--- config.mk ---
export PLATFORM = sky130hd
export DESIGN_NAME = calib_sync_standby_cmd_unit
export DESIGN_NICKNAME = d
export VERILOG_FILES = /design/src/shared/cmd_unit_pkg.sv /design/src/core/cmd_byte_rx.sv /design/src/core/calib_sync_standby_cmd_unit.sv
export VERILOG_INCLUDE_DIRS = /design/src /design/src/shared
export SDC_FILE = /design/constraint.sdc
export NUM_CORES = 1
export LEC_CHECK = 0
export ABC_AREA = 1
export ABC_CLOCK_PERIOD_IN_PS = 3400
export BUFFER_PORTS_ARGS = -buffer_cell sky130_fd_sc_hd__buf_4
export CAP_MARGIN = 20
export CORE_UTILIZATION = 54
export DETAILED_ROUTE_END_ITERATION = 7
export PLACE_DENSITY = 0.91
export RECOVER_POWER = 50
export SLEW_MARGIN = 20
export SYNTH_ARGS = -nofsm -noshare
export SYNTH_HDL_FRONTEND = slang
export SYNTH_SLANG_ARGS = --single-unit
--- constraint.sdc ---
create_clock -name clock -period 3.4 [get_ports clock]
set_input_delay 0.68 -clock clock [delete_from_list [all_inputs] [get_ports clock]]
set_output_delay 0.68 -clock clock [all_outputs]
set_load 0.01 [all_outputs]
--- src/shared/cmd_unit_defs.svh ---
// command unit constants: opcodes, field positions, reset values.
// assumes inclusion by bare name; definitions only.
`ifndef CMD_UNIT_DEFS_SVH
`define CMD_UNIT_DEFS_SVH

`define CAL_W 24
`define CMD_RESUME_LO 8'h00
`define CMD_SELF_BOTH 8'hf0
`define CMD_SELF_OFS 8'hf1
`define CMD_SELF_GAIN 8'hf2
`define CMD_SYS_OFS 8'hf3
`define CMD_SYS_GAIN 8'hf4
`define CMD_SYNC 8'hfc
`define CMD_STANDBY 8'hfd
`define CMD_REG_RESET 8'hfe
`define CMD_RESUME_HI 8'hff
`define ACR_RESET 8'h20
`define ACR_CLK_MASK 8'h60
`define CAL_OFS_RESET 24'h000000
`define CAL_FS_RESET 24'h400000

`endif

--- src/shared/cmd_unit_pkg.sv ---
// types shared by the command unit: states, calibration kinds, results.
// assumes the defs header is on the include path.
`include "cmd_unit_defs.svh"
package cmd_unit_pkg;
  typedef enum logic [5:0] {
    ST_RUN = 6'b000001,
    ST_CAL = 6'b000010,
    ST_SETTLE = 6'b000100,
    ST_SYNC = 6'b001000,
    ST_SYNC_ARM = 6'b010000,
    ST_STBY = 6'b100000
  } unit_state_e;

  typedef enum logic [2:0] {
    CAL_SELF_BOTH = 3'h0,
    CAL_SELF_OFS = 3'h1,
    CAL_SELF_GAIN = 3'h2,
    CAL_SYS_OFS = 3'h3,
    CAL_SYS_GAIN = 3'h4
  } cal_kind_e;

  typedef struct packed {
    logic [`CAL_W-1:0] offset;
    logic [`CAL_W-1:0] gain;
  } cal_result_s;
endpackage

--- src/core/cmd_byte_rx.sv ---
// serial command byte receiver, msb first, sampled on rising sclk.
// assumes sclk, cs_n and din already synchronous to clock.
`timescale 1ns/10ps
`default_nettype none
module cmd_byte_rx
(
  // clock and reset
  input wire logic clock,
  input wire logic nrst,
  // serial pins
  input wire logic sclk,
  input wire logic cs_n,
  input wire logic din,
  // received data
  output logic [7:0] byte_q,
  output logic byte_valid_q,
  output logic first_edge_q
);
  logic sclk_q;
  logic [2:0] cnt_q;
  logic [2:0] cnt_d;
  logic [7:0] sh_q;
  logic [7:0] sh_d;
  logic [7:0] byte_d;
  logic byte_valid_d;
  logic first_edge_d;
  logic rise;

  // edges with chip select high never reach the shifter
  assign rise = sclk & ~sclk_q & ~cs_n;

  always_comb
  begin
    cnt_d = cnt_q;
    sh_d = sh_q;
    byte_d = byte_q;
    byte_valid_d = 1'b0;
    first_edge_d = 1'b0;
    if (cs_n)
    begin
      cnt_d = 3'h0;
    end
    else if (rise)
    begin
      sh_d = {sh_q[6:0], din};
      first_edge_d = (cnt_q == 3'h0);
      if (cnt_q == 3'h7)
      begin
        byte_d = {sh_q[6:0], din};
        byte_valid_d = 1'b1;
        cnt_d = 3'h0;
      end
      else
      begin
        cnt_d = cnt_q + 3'h1;
      end
    end
  end

  always_ff @(posedge clock)
  begin
    if (!nrst)
    begin
      sclk_q <= 1'b0;
      cnt_q <= 3'h0;
      sh_q <= 8'h00;
      byte_q <= 8'h00;
      byte_valid_q <= 1'b0;
      first_edge_q <= 1'b0;
    end
    else
    begin
      sclk_q <= sclk;
      cnt_q <= cnt_d;
      sh_q <= sh_d;
      byte_q <= byte_d;
      byte_valid_q <= byte_valid_d;
      first_edge_q <= first_edge_d;
    end
  end
endmodule
`default_nettype wire

--- src/core/calib_sync_standby_cmd_unit.sv ---
// calibration, synchronisation, standby and register-reset commands.
// assumes all inputs synchronous to clock; the calibration engine and
// the conversion datapath sit outside and talk over plain ports.
// Summary of operation
// - self offset plus gain calibration updates both cal registers
// - self offset calibration updates only the offset register
// - self gain calibration updates only the full-scale register
// - system offset calibration updates the offset register
// - system gain calibration updates the full-scale register
// - data ready goes high at calibration start, low on settled data
// - sync on first master clock rise after the next byte's first sclk edge, resume or not
// - standby command enters low power until resume
// - sclk with chip select high is ignored in standby
// - resume command leaves standby
// - standby then resume sets conv_run_q and restarts continuous conversion
// - resume decodes from 00h or ffh identically
// - register reset restores the analog control register default but keeps clock divider bits
// - register reset ends continuous readout mode unless readout_enter is high in the same cycle
// - self calibrations decode from f0h, f1h, f2h
// - sync, standby, register reset decode from fch, fdh, feh
`timescale 1ns/10ps
`default_nettype none
`include "cmd_unit_defs.svh"
module calib_sync_standby_cmd_unit
  import cmd_unit_pkg::*;
(
  // clock and reset
  input wire logic clock,
  input wire logic nrst,
  // serial port
  input wire logic sclk,
  input wire logic cs_n,
  input wire logic din,
  // conversion timing and datapath events
  input wire logic master_clock_in,
  input wire logic conv_done,
  input wire logic data_taken,
  // calibration engine
  input wire logic cal_done,
  input wire cal_result_s cal_result,
  // register path
  input wire logic acr_wr,
  input wire logic [7:0] acr_wdata,
  input wire logic readout_enter,
  // status and control out
  output logic data_ready_n_q,
  output logic [`CAL_W-1:0] offset_cal_reg_q,
  output logic [`CAL_W-1:0] full_scale_cal_reg_q,
  output logic cal_start_q,
  output cal_kind_e cal_kind_q,
  output logic conv_run_q,
  output logic conv_sync_q,
  output logic standby_q,
  output logic reg_reset_q,
  output logic continuous_readout_mode_q,
  output logic [7:0] analog_control_reg_q
);
  logic [7:0] rx_byte;
  logic rx_valid;
  logic rx_first;
  logic mclk_q;
  logic mclk_rise;
  logic synced_q, synced_d, resumed_q, resumed_d;
  unit_state_e state_q, state_d;
  logic data_ready_n_d, cal_start_d, run_d, sync_d, stby_d, rst_d, crm_d;
  cal_kind_e kind_d;
  logic [`CAL_W-1:0] ofs_d, fs_d;
  logic [7:0] acr_d;

  function automatic logic is_resume(input logic [7:0] b);
    is_resume = (b == `CMD_RESUME_LO) || (b == `CMD_RESUME_HI);
  endfunction

  function automatic logic is_cal(input logic [7:0] b);
    is_cal = (b >= `CMD_SELF_BOTH) && (b <= `CMD_SYS_GAIN);
  endfunction

  cmd_byte_rx u_rx
  (
    .clock(clock),
    .nrst(nrst),
    .sclk(sclk),
    .cs_n(cs_n),
    .din(din),
    .byte_q(rx_byte),
    .byte_valid_q(rx_valid),
    .first_edge_q(rx_first)
  );

  assign mclk_rise = master_clock_in & ~mclk_q;

  always_comb
  begin
    state_d = state_q;
    data_ready_n_d = data_ready_n_q;
    cal_start_d = 1'b0;
    kind_d = cal_kind_q;
    run_d = conv_run_q;
    sync_d = 1'b0;
    stby_d = standby_q;
    rst_d = 1'b0;
    crm_d = continuous_readout_mode_q;
    ofs_d = offset_cal_reg_q;
    fs_d = full_scale_cal_reg_q;
    acr_d = analog_control_reg_q;
    synced_d = synced_q;
    resumed_d = resumed_q;
    if (acr_wr)
      acr_d = acr_wdata;
    // new data beats a read in the same cycle
    if (data_taken)
      data_ready_n_d = 1'b1;
    unique case (state_q)
      ST_RUN:
      begin
        if (conv_done)
          data_ready_n_d = 1'b0;
        if (rx_valid)
        begin
          if (is_cal(rx_byte))
          begin
            state_d = ST_CAL;
            cal_start_d = 1'b1;
            kind_d = cal_kind_e'(rx_byte[2:0]);
            data_ready_n_d = 1'b1;
          end
          else if (rx_byte == `CMD_SYNC)
          begin
            state_d = ST_SYNC;
            run_d = 1'b0;
          end
          else if (rx_byte == `CMD_STANDBY)
          begin
            state_d = ST_STBY;
            stby_d = 1'b1;
            run_d = 1'b0;
          end
          else if (rx_byte == `CMD_REG_RESET)
          begin
            rst_d = 1'b1;
            acr_d = (`ACR_RESET & ~`ACR_CLK_MASK)
              | (analog_control_reg_q & `ACR_CLK_MASK);
            crm_d = 1'b0;
          end
        end
      end
      // bytes during calibration are dropped; the host must wait
      ST_CAL:
      begin
        if (cal_done)
        begin
          state_d = ST_SETTLE;
          if (cal_kind_q == CAL_SELF_BOTH || cal_kind_q == CAL_SELF_OFS
            || cal_kind_q == CAL_SYS_OFS)
            ofs_d = cal_result.offset;
          if (cal_kind_q == CAL_SELF_BOTH || cal_kind_q == CAL_SELF_GAIN
            || cal_kind_q == CAL_SYS_GAIN)
            fs_d = cal_result.gain;
        end
      end
      ST_SETTLE:
      begin
        data_ready_n_d = 1'b1;
        if (conv_done)
        begin
          data_ready_n_d = 1'b0;
          state_d = ST_RUN;
        end
      end
      ST_SYNC:
      begin
        synced_d = 1'b0;
        resumed_d = 1'b0;
        // the byte is not known yet, so arm on its first edge
        if (rx_first)
          state_d = ST_SYNC_ARM;
      end
      ST_SYNC_ARM:
      begin
        if (mclk_rise && !synced_q)
        begin
          sync_d = 1'b1;
          run_d = 1'b1;
          synced_d = 1'b1;
        end
        if (rx_valid)
        begin
          if (is_resume(rx_byte))
            resumed_d = 1'b1;
          else
          begin
            state_d = ST_SYNC;
            run_d = 1'b0;
          end
        end
        if ((synced_q || (mclk_rise && !synced_q))
          && (resumed_q || (rx_valid && is_resume(rx_byte))))
          state_d = ST_RUN;
      end
      ST_STBY:
      begin
        // cs high edges never form a byte here
        if (rx_valid && is_resume(rx_byte))
        begin
          state_d = ST_RUN;
          stby_d = 1'b0;
          run_d = 1'b1;
        end
      end
    endcase
    // a request to enter continuous readout wins over the clear
    if (readout_enter)
      crm_d = 1'b1;
  end

  always_ff @(posedge clock)
  begin
    if (!nrst)
    begin
      state_q <= ST_RUN;
      mclk_q <= 1'b0;
      synced_q <= 1'b0;
      resumed_q <= 1'b0;
      data_ready_n_q <= 1'b1;
      offset_cal_reg_q <= `CAL_OFS_RESET;
      full_scale_cal_reg_q <= `CAL_FS_RESET;
      cal_start_q <= 1'b0;
      cal_kind_q <= CAL_SELF_BOTH;
      conv_run_q <= 1'b1;
      conv_sync_q <= 1'b0;
      standby_q <= 1'b0;
      reg_reset_q <= 1'b0;
      continuous_readout_mode_q <= 1'b0;
      analog_control_reg_q <= `ACR_RESET;
    end
    else
    begin
      state_q <= state_d;
      mclk_q <= master_clock_in;
      synced_q <= synced_d;
      resumed_q <= resumed_d;
      data_ready_n_q <= data_ready_n_d;
      offset_cal_reg_q <= ofs_d;
      full_scale_cal_reg_q <= fs_d;
      cal_start_q <= cal_start_d;
      cal_kind_q <= kind_d;
      conv_run_q <= run_d;
      conv_sync_q <= sync_d;
      standby_q <= stby_d;
      reg_reset_q <= rst_d;
      continuous_readout_mode_q <= crm_d;
      analog_control_reg_q <= acr_d;
    end
  end
endmodule
`default_nettype wire

# After elaboration in Yosys (flattened, before gate mapping)
# Cells that the tools add are included.
[classes]
addsub = 1
bitwise = 10
order_cmp = 2
reduce_logical = 37
mux = 57
n_eq_ne = 34
[ops]
columns = ["op", "n"]
rows = [
  ["2-to-1 mux 6 bit", 11],
  ["2-to-1 mux 8 bit", 7],
  ["case mux 6 bit (6 select lines)", 1],
  ["== test 8 bit (second input constant)", 4],
  ["2-to-1 mux 1 bit", 32],
  ["inequality test 2 bit (second input constant)", 11],
  ["AND reduction 3 bit", 6],
  ["AND reduction 6 bit", 2],
  ["nonzero test 2 bit", 5],
  [">= comparator 8 bit (second input constant)", 1],
  ["<= comparator 8 bit (second input constant)", 1],
  ["logical NOT 8 bit", 1],
  ["case mux 1 bit (2 select lines)", 4],
  ["AND reduction 8 bit", 1],
  ["logical OR 1 bit", 7],
  ["NOT 1 bit", 7],
  ["== test 3 x 2 -> 1 bit (second input constant)", 2],
  ["== test 3 bit (second input constant)", 2],
  ["== test 6 x 1 -> 1 bit (second input constant)", 1],
  ["== test 6 x 2 -> 1 bit (second input constant)", 1],
  ["== test 6 x 3 -> 1 bit (second input constant)", 1],
  ["== test 6 x 4 -> 1 bit (second input constant)", 1],
  ["== test 6 x 5 -> 1 bit (second input constant)", 1],
  ["== test 6 bit (second input constant)", 1],
  ["other kinds (19)", 30],
]
[totals]
output_inout_bits = 66
in_bits = 67
elab_cells = 163
reg_bits = 96

# Longest topological paths before layout
[depth]
depth_word = 8
ltp_mapped = 13
depth_no_buf = 13

# By module
# Synthesis repeated with hierarchy kept, for this count alone.
[unflattened]
hier_cells = 545
area_unflattened_um2 = 4033.9
[by_module_without_submodules]
columns = ["module", "cells_each", "area_each_um2", "n_inst", "seq_area_each_um2"]
rows = [
  ["calib_sync_standby_cmd_unit", 431, 3120.5, 1, 1501.4],
  ["cmd_byte_rx", 114, 913.4, 1, 420.4],
]

# Worst setup path before layout
# OpenSTA, ideal clock, no wires.
[synth_timing]
path_type = "input -> register"
startpoint = "input port nrst"
endpoint = "register data_ready_n_q"
cell_stages = 4
setup_ns = 0.123
arrival_time_ns = 1.505
required_time_ns = 3.277
slack_ns = 1.772
n_path_buf = 2
path_cell_list = "clkbuf_1 clkbuf_1 nand2_1 or2_2"
[synth_rtl]
columns = ["item", "line", "text"]
rows = [
  ["from (decl)", "calib_sync_standby_cmd_unit.sv:29", "input wire logic nrst,"],
  ["to (signal assigned)", "calib_sync_standby_cmd_unit.sv:242", "data_ready_n_q <= data_ready_n_d;"],
  ["to (decl)", "calib_sync_standby_cmd_unit.sv:46", "output logic data_ready_n_q,"],
]

# Worst setup path in the final report
[layout_timing]
startpoint = "register state_q[0]"
endpoint = "register conv_run_q"
[layout_between]
elab_chain_len = 3
word_cells_on_any_way = 10
classes_between = "eq/ne (7); mux (1); reduce/logical (2)"
[layout_lines]
columns = ["item", "line", "text"]
rows = [
  ["from (decl)", "calib_sync_standby_cmd_unit.sv:64", "unit_state_e state_q, state_d;"],
  ["from (signal assigned)", "calib_sync_standby_cmd_unit.sv:238", "state_q <= state_d;"],
  ["== test 6 x 1 -> 1 bit, or another cell as far along", "calib_sync_standby_cmd_unit.sv:113", "unique case (state_q)"],
  ["inequality test 3 bit (no source line), or another cell as far along", "-", ""],
  ["AND reduction 5 bit (no source line)", "-", ""],
  ["to (signal assigned)", "calib_sync_standby_cmd_unit.sv:247", "conv_run_q <= run_d;"],
  ["to (decl)", "calib_sync_standby_cmd_unit.sv:51", "output logic conv_run_q,"],
]
# Several ways; a longest one is shown, not always the timed one.
# A chain may end at the register's enable or synchronous reset.

==> impl_metrics.py <==
metrics = {
    "run_status": {
        "status": "complete, no violations",
    },
    "detailed_routing": {
        "wire_per_inst_um": 13.63,
        "drtPass1Iterations": 4,
        "wirelength_mm": 10.08,
        "drc": 0,
        "detail_route.iter0.violations": 198,
        "antenna_left": 0,
        "vias_per_cell": 5.231,
        "dr_total_vias": 3866,
    },
    "clock_network": {
        "path_clk_slew_ns": 0.09,
        "clockBufferDepth": 2,
        "numCtsBuffers": 9,
        "cts_setup_buffers": 0,
        "cts_resized": 0,
        "numClockSinks": 96,
        "clk_latency_ns": 0.37,
        "htreeDepth": 3,
        "root_buffer": "clkbuf_8",
        "ctsHoldBuffers": 0,
        "cts_tree": "yes",
    },
    "floorplanning": {
        "die_y_um": 87.23,
        "die_area_mm2": 0.007609,
        "io_pins": 133,
        "initial_core_util_pct": 56.79,
        "core_mm2": 0.006907,
        "num_rows": 30,
        "dieWidth_um": 87.23,
    },
    "global_routing": {
        "grt_max_degree": 44,
        "grt_pass1_vias": 3568,
        "antenna_found_initial": 0,
        "grt_usage_pct": 26.44,
        "overflow": 0,
        "grt_pass1_wl_mm": 15.66,
    },
    "timing": {
        "period_needed_ns": 2.140,
        "fin_skew_ns": 0.01422,
        "tightest_slew_ns": 0.9823,
        "max_freq_mhz": 467.3,
        "rsz0062_at_grt": "no",
        "setup_viol": 0,
        "setup_slack_ns": 1.260,
        "tns_ns": 0,
        "finalHoldViolCount": 0,
        "relSlewSlack_pct": 34.01,
        "slew_violations": 0,
        "fin_crit_sh_pct": 62.95,
    },
    "worst_setup_path": {
        "path_max_fanout": 7,
        "start_kind": "flop",
        "worstPathArrival_ns": 2.37,
        "path_delay_family": "simple AND/OR/NAND/NOR gates",
        "endpoint_kind": "flop",
        "crit_required_ns": 3.63,
        "slowest_delay_ns": 0.76,
        "path_class": "flop to flop",
        "slowest_stage": "nor3_1",
        "path_buf_inv": 1,
        "crit_chain": "nor2_1 > nand2_2 > nor3_1 > inv_2 > nand2_1 > nor2_1 > nor2_1 > nand2_1 > nand2_1 > nand3_1",
    },
    "synthesis": {
        "post-synth-top-count-cell": "nor2_1",
        "syn-num-nets": 585,
        "yosys.area.top_type": "dfxtp_1",
        "syn_avg_cell_area_um2": 7.617,
        "synth_seq_cells": 96,
        "syn_area_mm2": 0.003923,
        "syn_inst": 515,
        "synthTopCellsByArea": "dfxtp_1, nor2_1, o21ai_0, nand2_1, inv_1",
        "synth_top_area_share_pct": 49.00,
        "synth_edf_count": 0,
        "async_flop_share_pct": 0,
        "synth_commonest_cells": "nor2_1, dfxtp_1, o21ai_0",
        "yosysSeqAreaShare_pct": 49.00,
        "yosysWarnings": 0,
        "synth_ff_type": "dfxtp_1",
        "yosysUniqueCellTypes": 35,
    },
    "cells_and_area": {
        "drive_above_1_share_pct": 20.06,
        "finalCoreUtilization_pct": 71.07,
        "antenna_cells": 0,
        "areaGrowthSynthToFinish_pct": 25.14,
        "final_nets": 709,
        "final_cells": 739,
    },
    "place": {
        "hpwl_mm": 7.372,
        "place_ws_ns": 1.385,
        "dp_cells": 724,
        "portBuffers": 132,
        "gp_congestion": 0.8308,
    },
    "hold_path": {
        "min_path_type": "flop to flop",
    },
    "power": {
        "vdd_drop_max_mv": 0.2845,
        "p_total_mw": 2.728,
        "power_density_mw_per_mm2": 555.8,
        "power.leakage_nw": 2.144,
    },
    "job": {
        "maxCapViolations": 0,
    },
}
per-layer routing:
metal,GRT usage [%],part of all wire (%),up-vias
li1,-,-,1898
met1,29.25,40,1805
met2,47.89,51,134
met3,4.834,6.5,29
met4,14.46,2.7,0
met5,0,0,-
registers in the layout, indices dropped and copies added, names as in the netlist, 3 cells and up:
signal,count
offset_cal_reg_q,24
u_rx.byte_q,8
u_rx.cnt_q,3
cal_kind_q,3
u_rx.sh_q,7
analog_control_reg_q,8
full_scale_cal_reg_q,24
state_q,6
cell type report:
cell class | count | area (um2)
multi-input combinational | 344 | 1654
tap | 96 | 120.1
clock buffer | 9 | 123.9
inverter | 55 | 209.0
sequential | 96 | 1922
fill | 617 | 1998
timing repair buffer | 133 | 788.3
clock inverter | 6 | 91.34
layout by cell type, fill, tap and decap left out, types with 3 or more instances in the layout:
master	netlist	final
nor2_1	128	133
nand2_2	10	9
inv_1	44	45
nand3_1	23	23
o211ai_1	6	6
inv_2	9	8
a21oi_1	18	18
dfxtp_1	96	96
a211oi_1	6	6
ha_1	3	3
clkbuf_1	12	56
nor2_4	4	3
or2_2	8	8
nand2_1	50	51
clkbuf_8	0	9
buf_4	5	76
nand4_1	4	4
o21ai_0	64	65
path summary, 6_finish.rpt:
kind / endpoint / startpoint / depth (start not counted) / slack (ns)
worst max-delay path: conv_run_q / state_q[0] / 10 / 1.26
worst min-delay path: u_rx.first_edge_q / u_rx.cnt_q[2] / 1 / 0.44
worst max register to register: conv_run_q / state_q[0] / 10 / 1.26
worst min register to register: u_rx.first_edge_q / u_rx.cnt_q[2] / 1 / 0.44
power by group:
group          switching, mW  internal (mW)
Sequential            0.0580           1.20
Combinational          0.401          0.261
Clock                  0.393          0.415
cell families (layout without fill, tap and decap cells):
family | Yosys count | in the layout | share of synthesized area, %
AND/OR/NAND/NOR | 242 | 242 | 28.39
flip-flops | 96 | 96 | 49.00
AO/OA/AOI/OAI | 99 | 99 | 13.72
buffers and inverters | 75 | 203 | 7.942
adder cells (fa/ha/maj) | 3 | 3 | 0.9570
stage by stage:
step | hold WS [ns] | area [um2]
after floorplan | 0.4154 | 3923
after global placement | 0.4327 | 4938
after detailed placement | 0.4295 | 4938
after CTS | 0.4415 | 5154
after global routing | 0.4845 | 4908
final | 0.4390 | 4908
(Power assumes the default switching activity.)
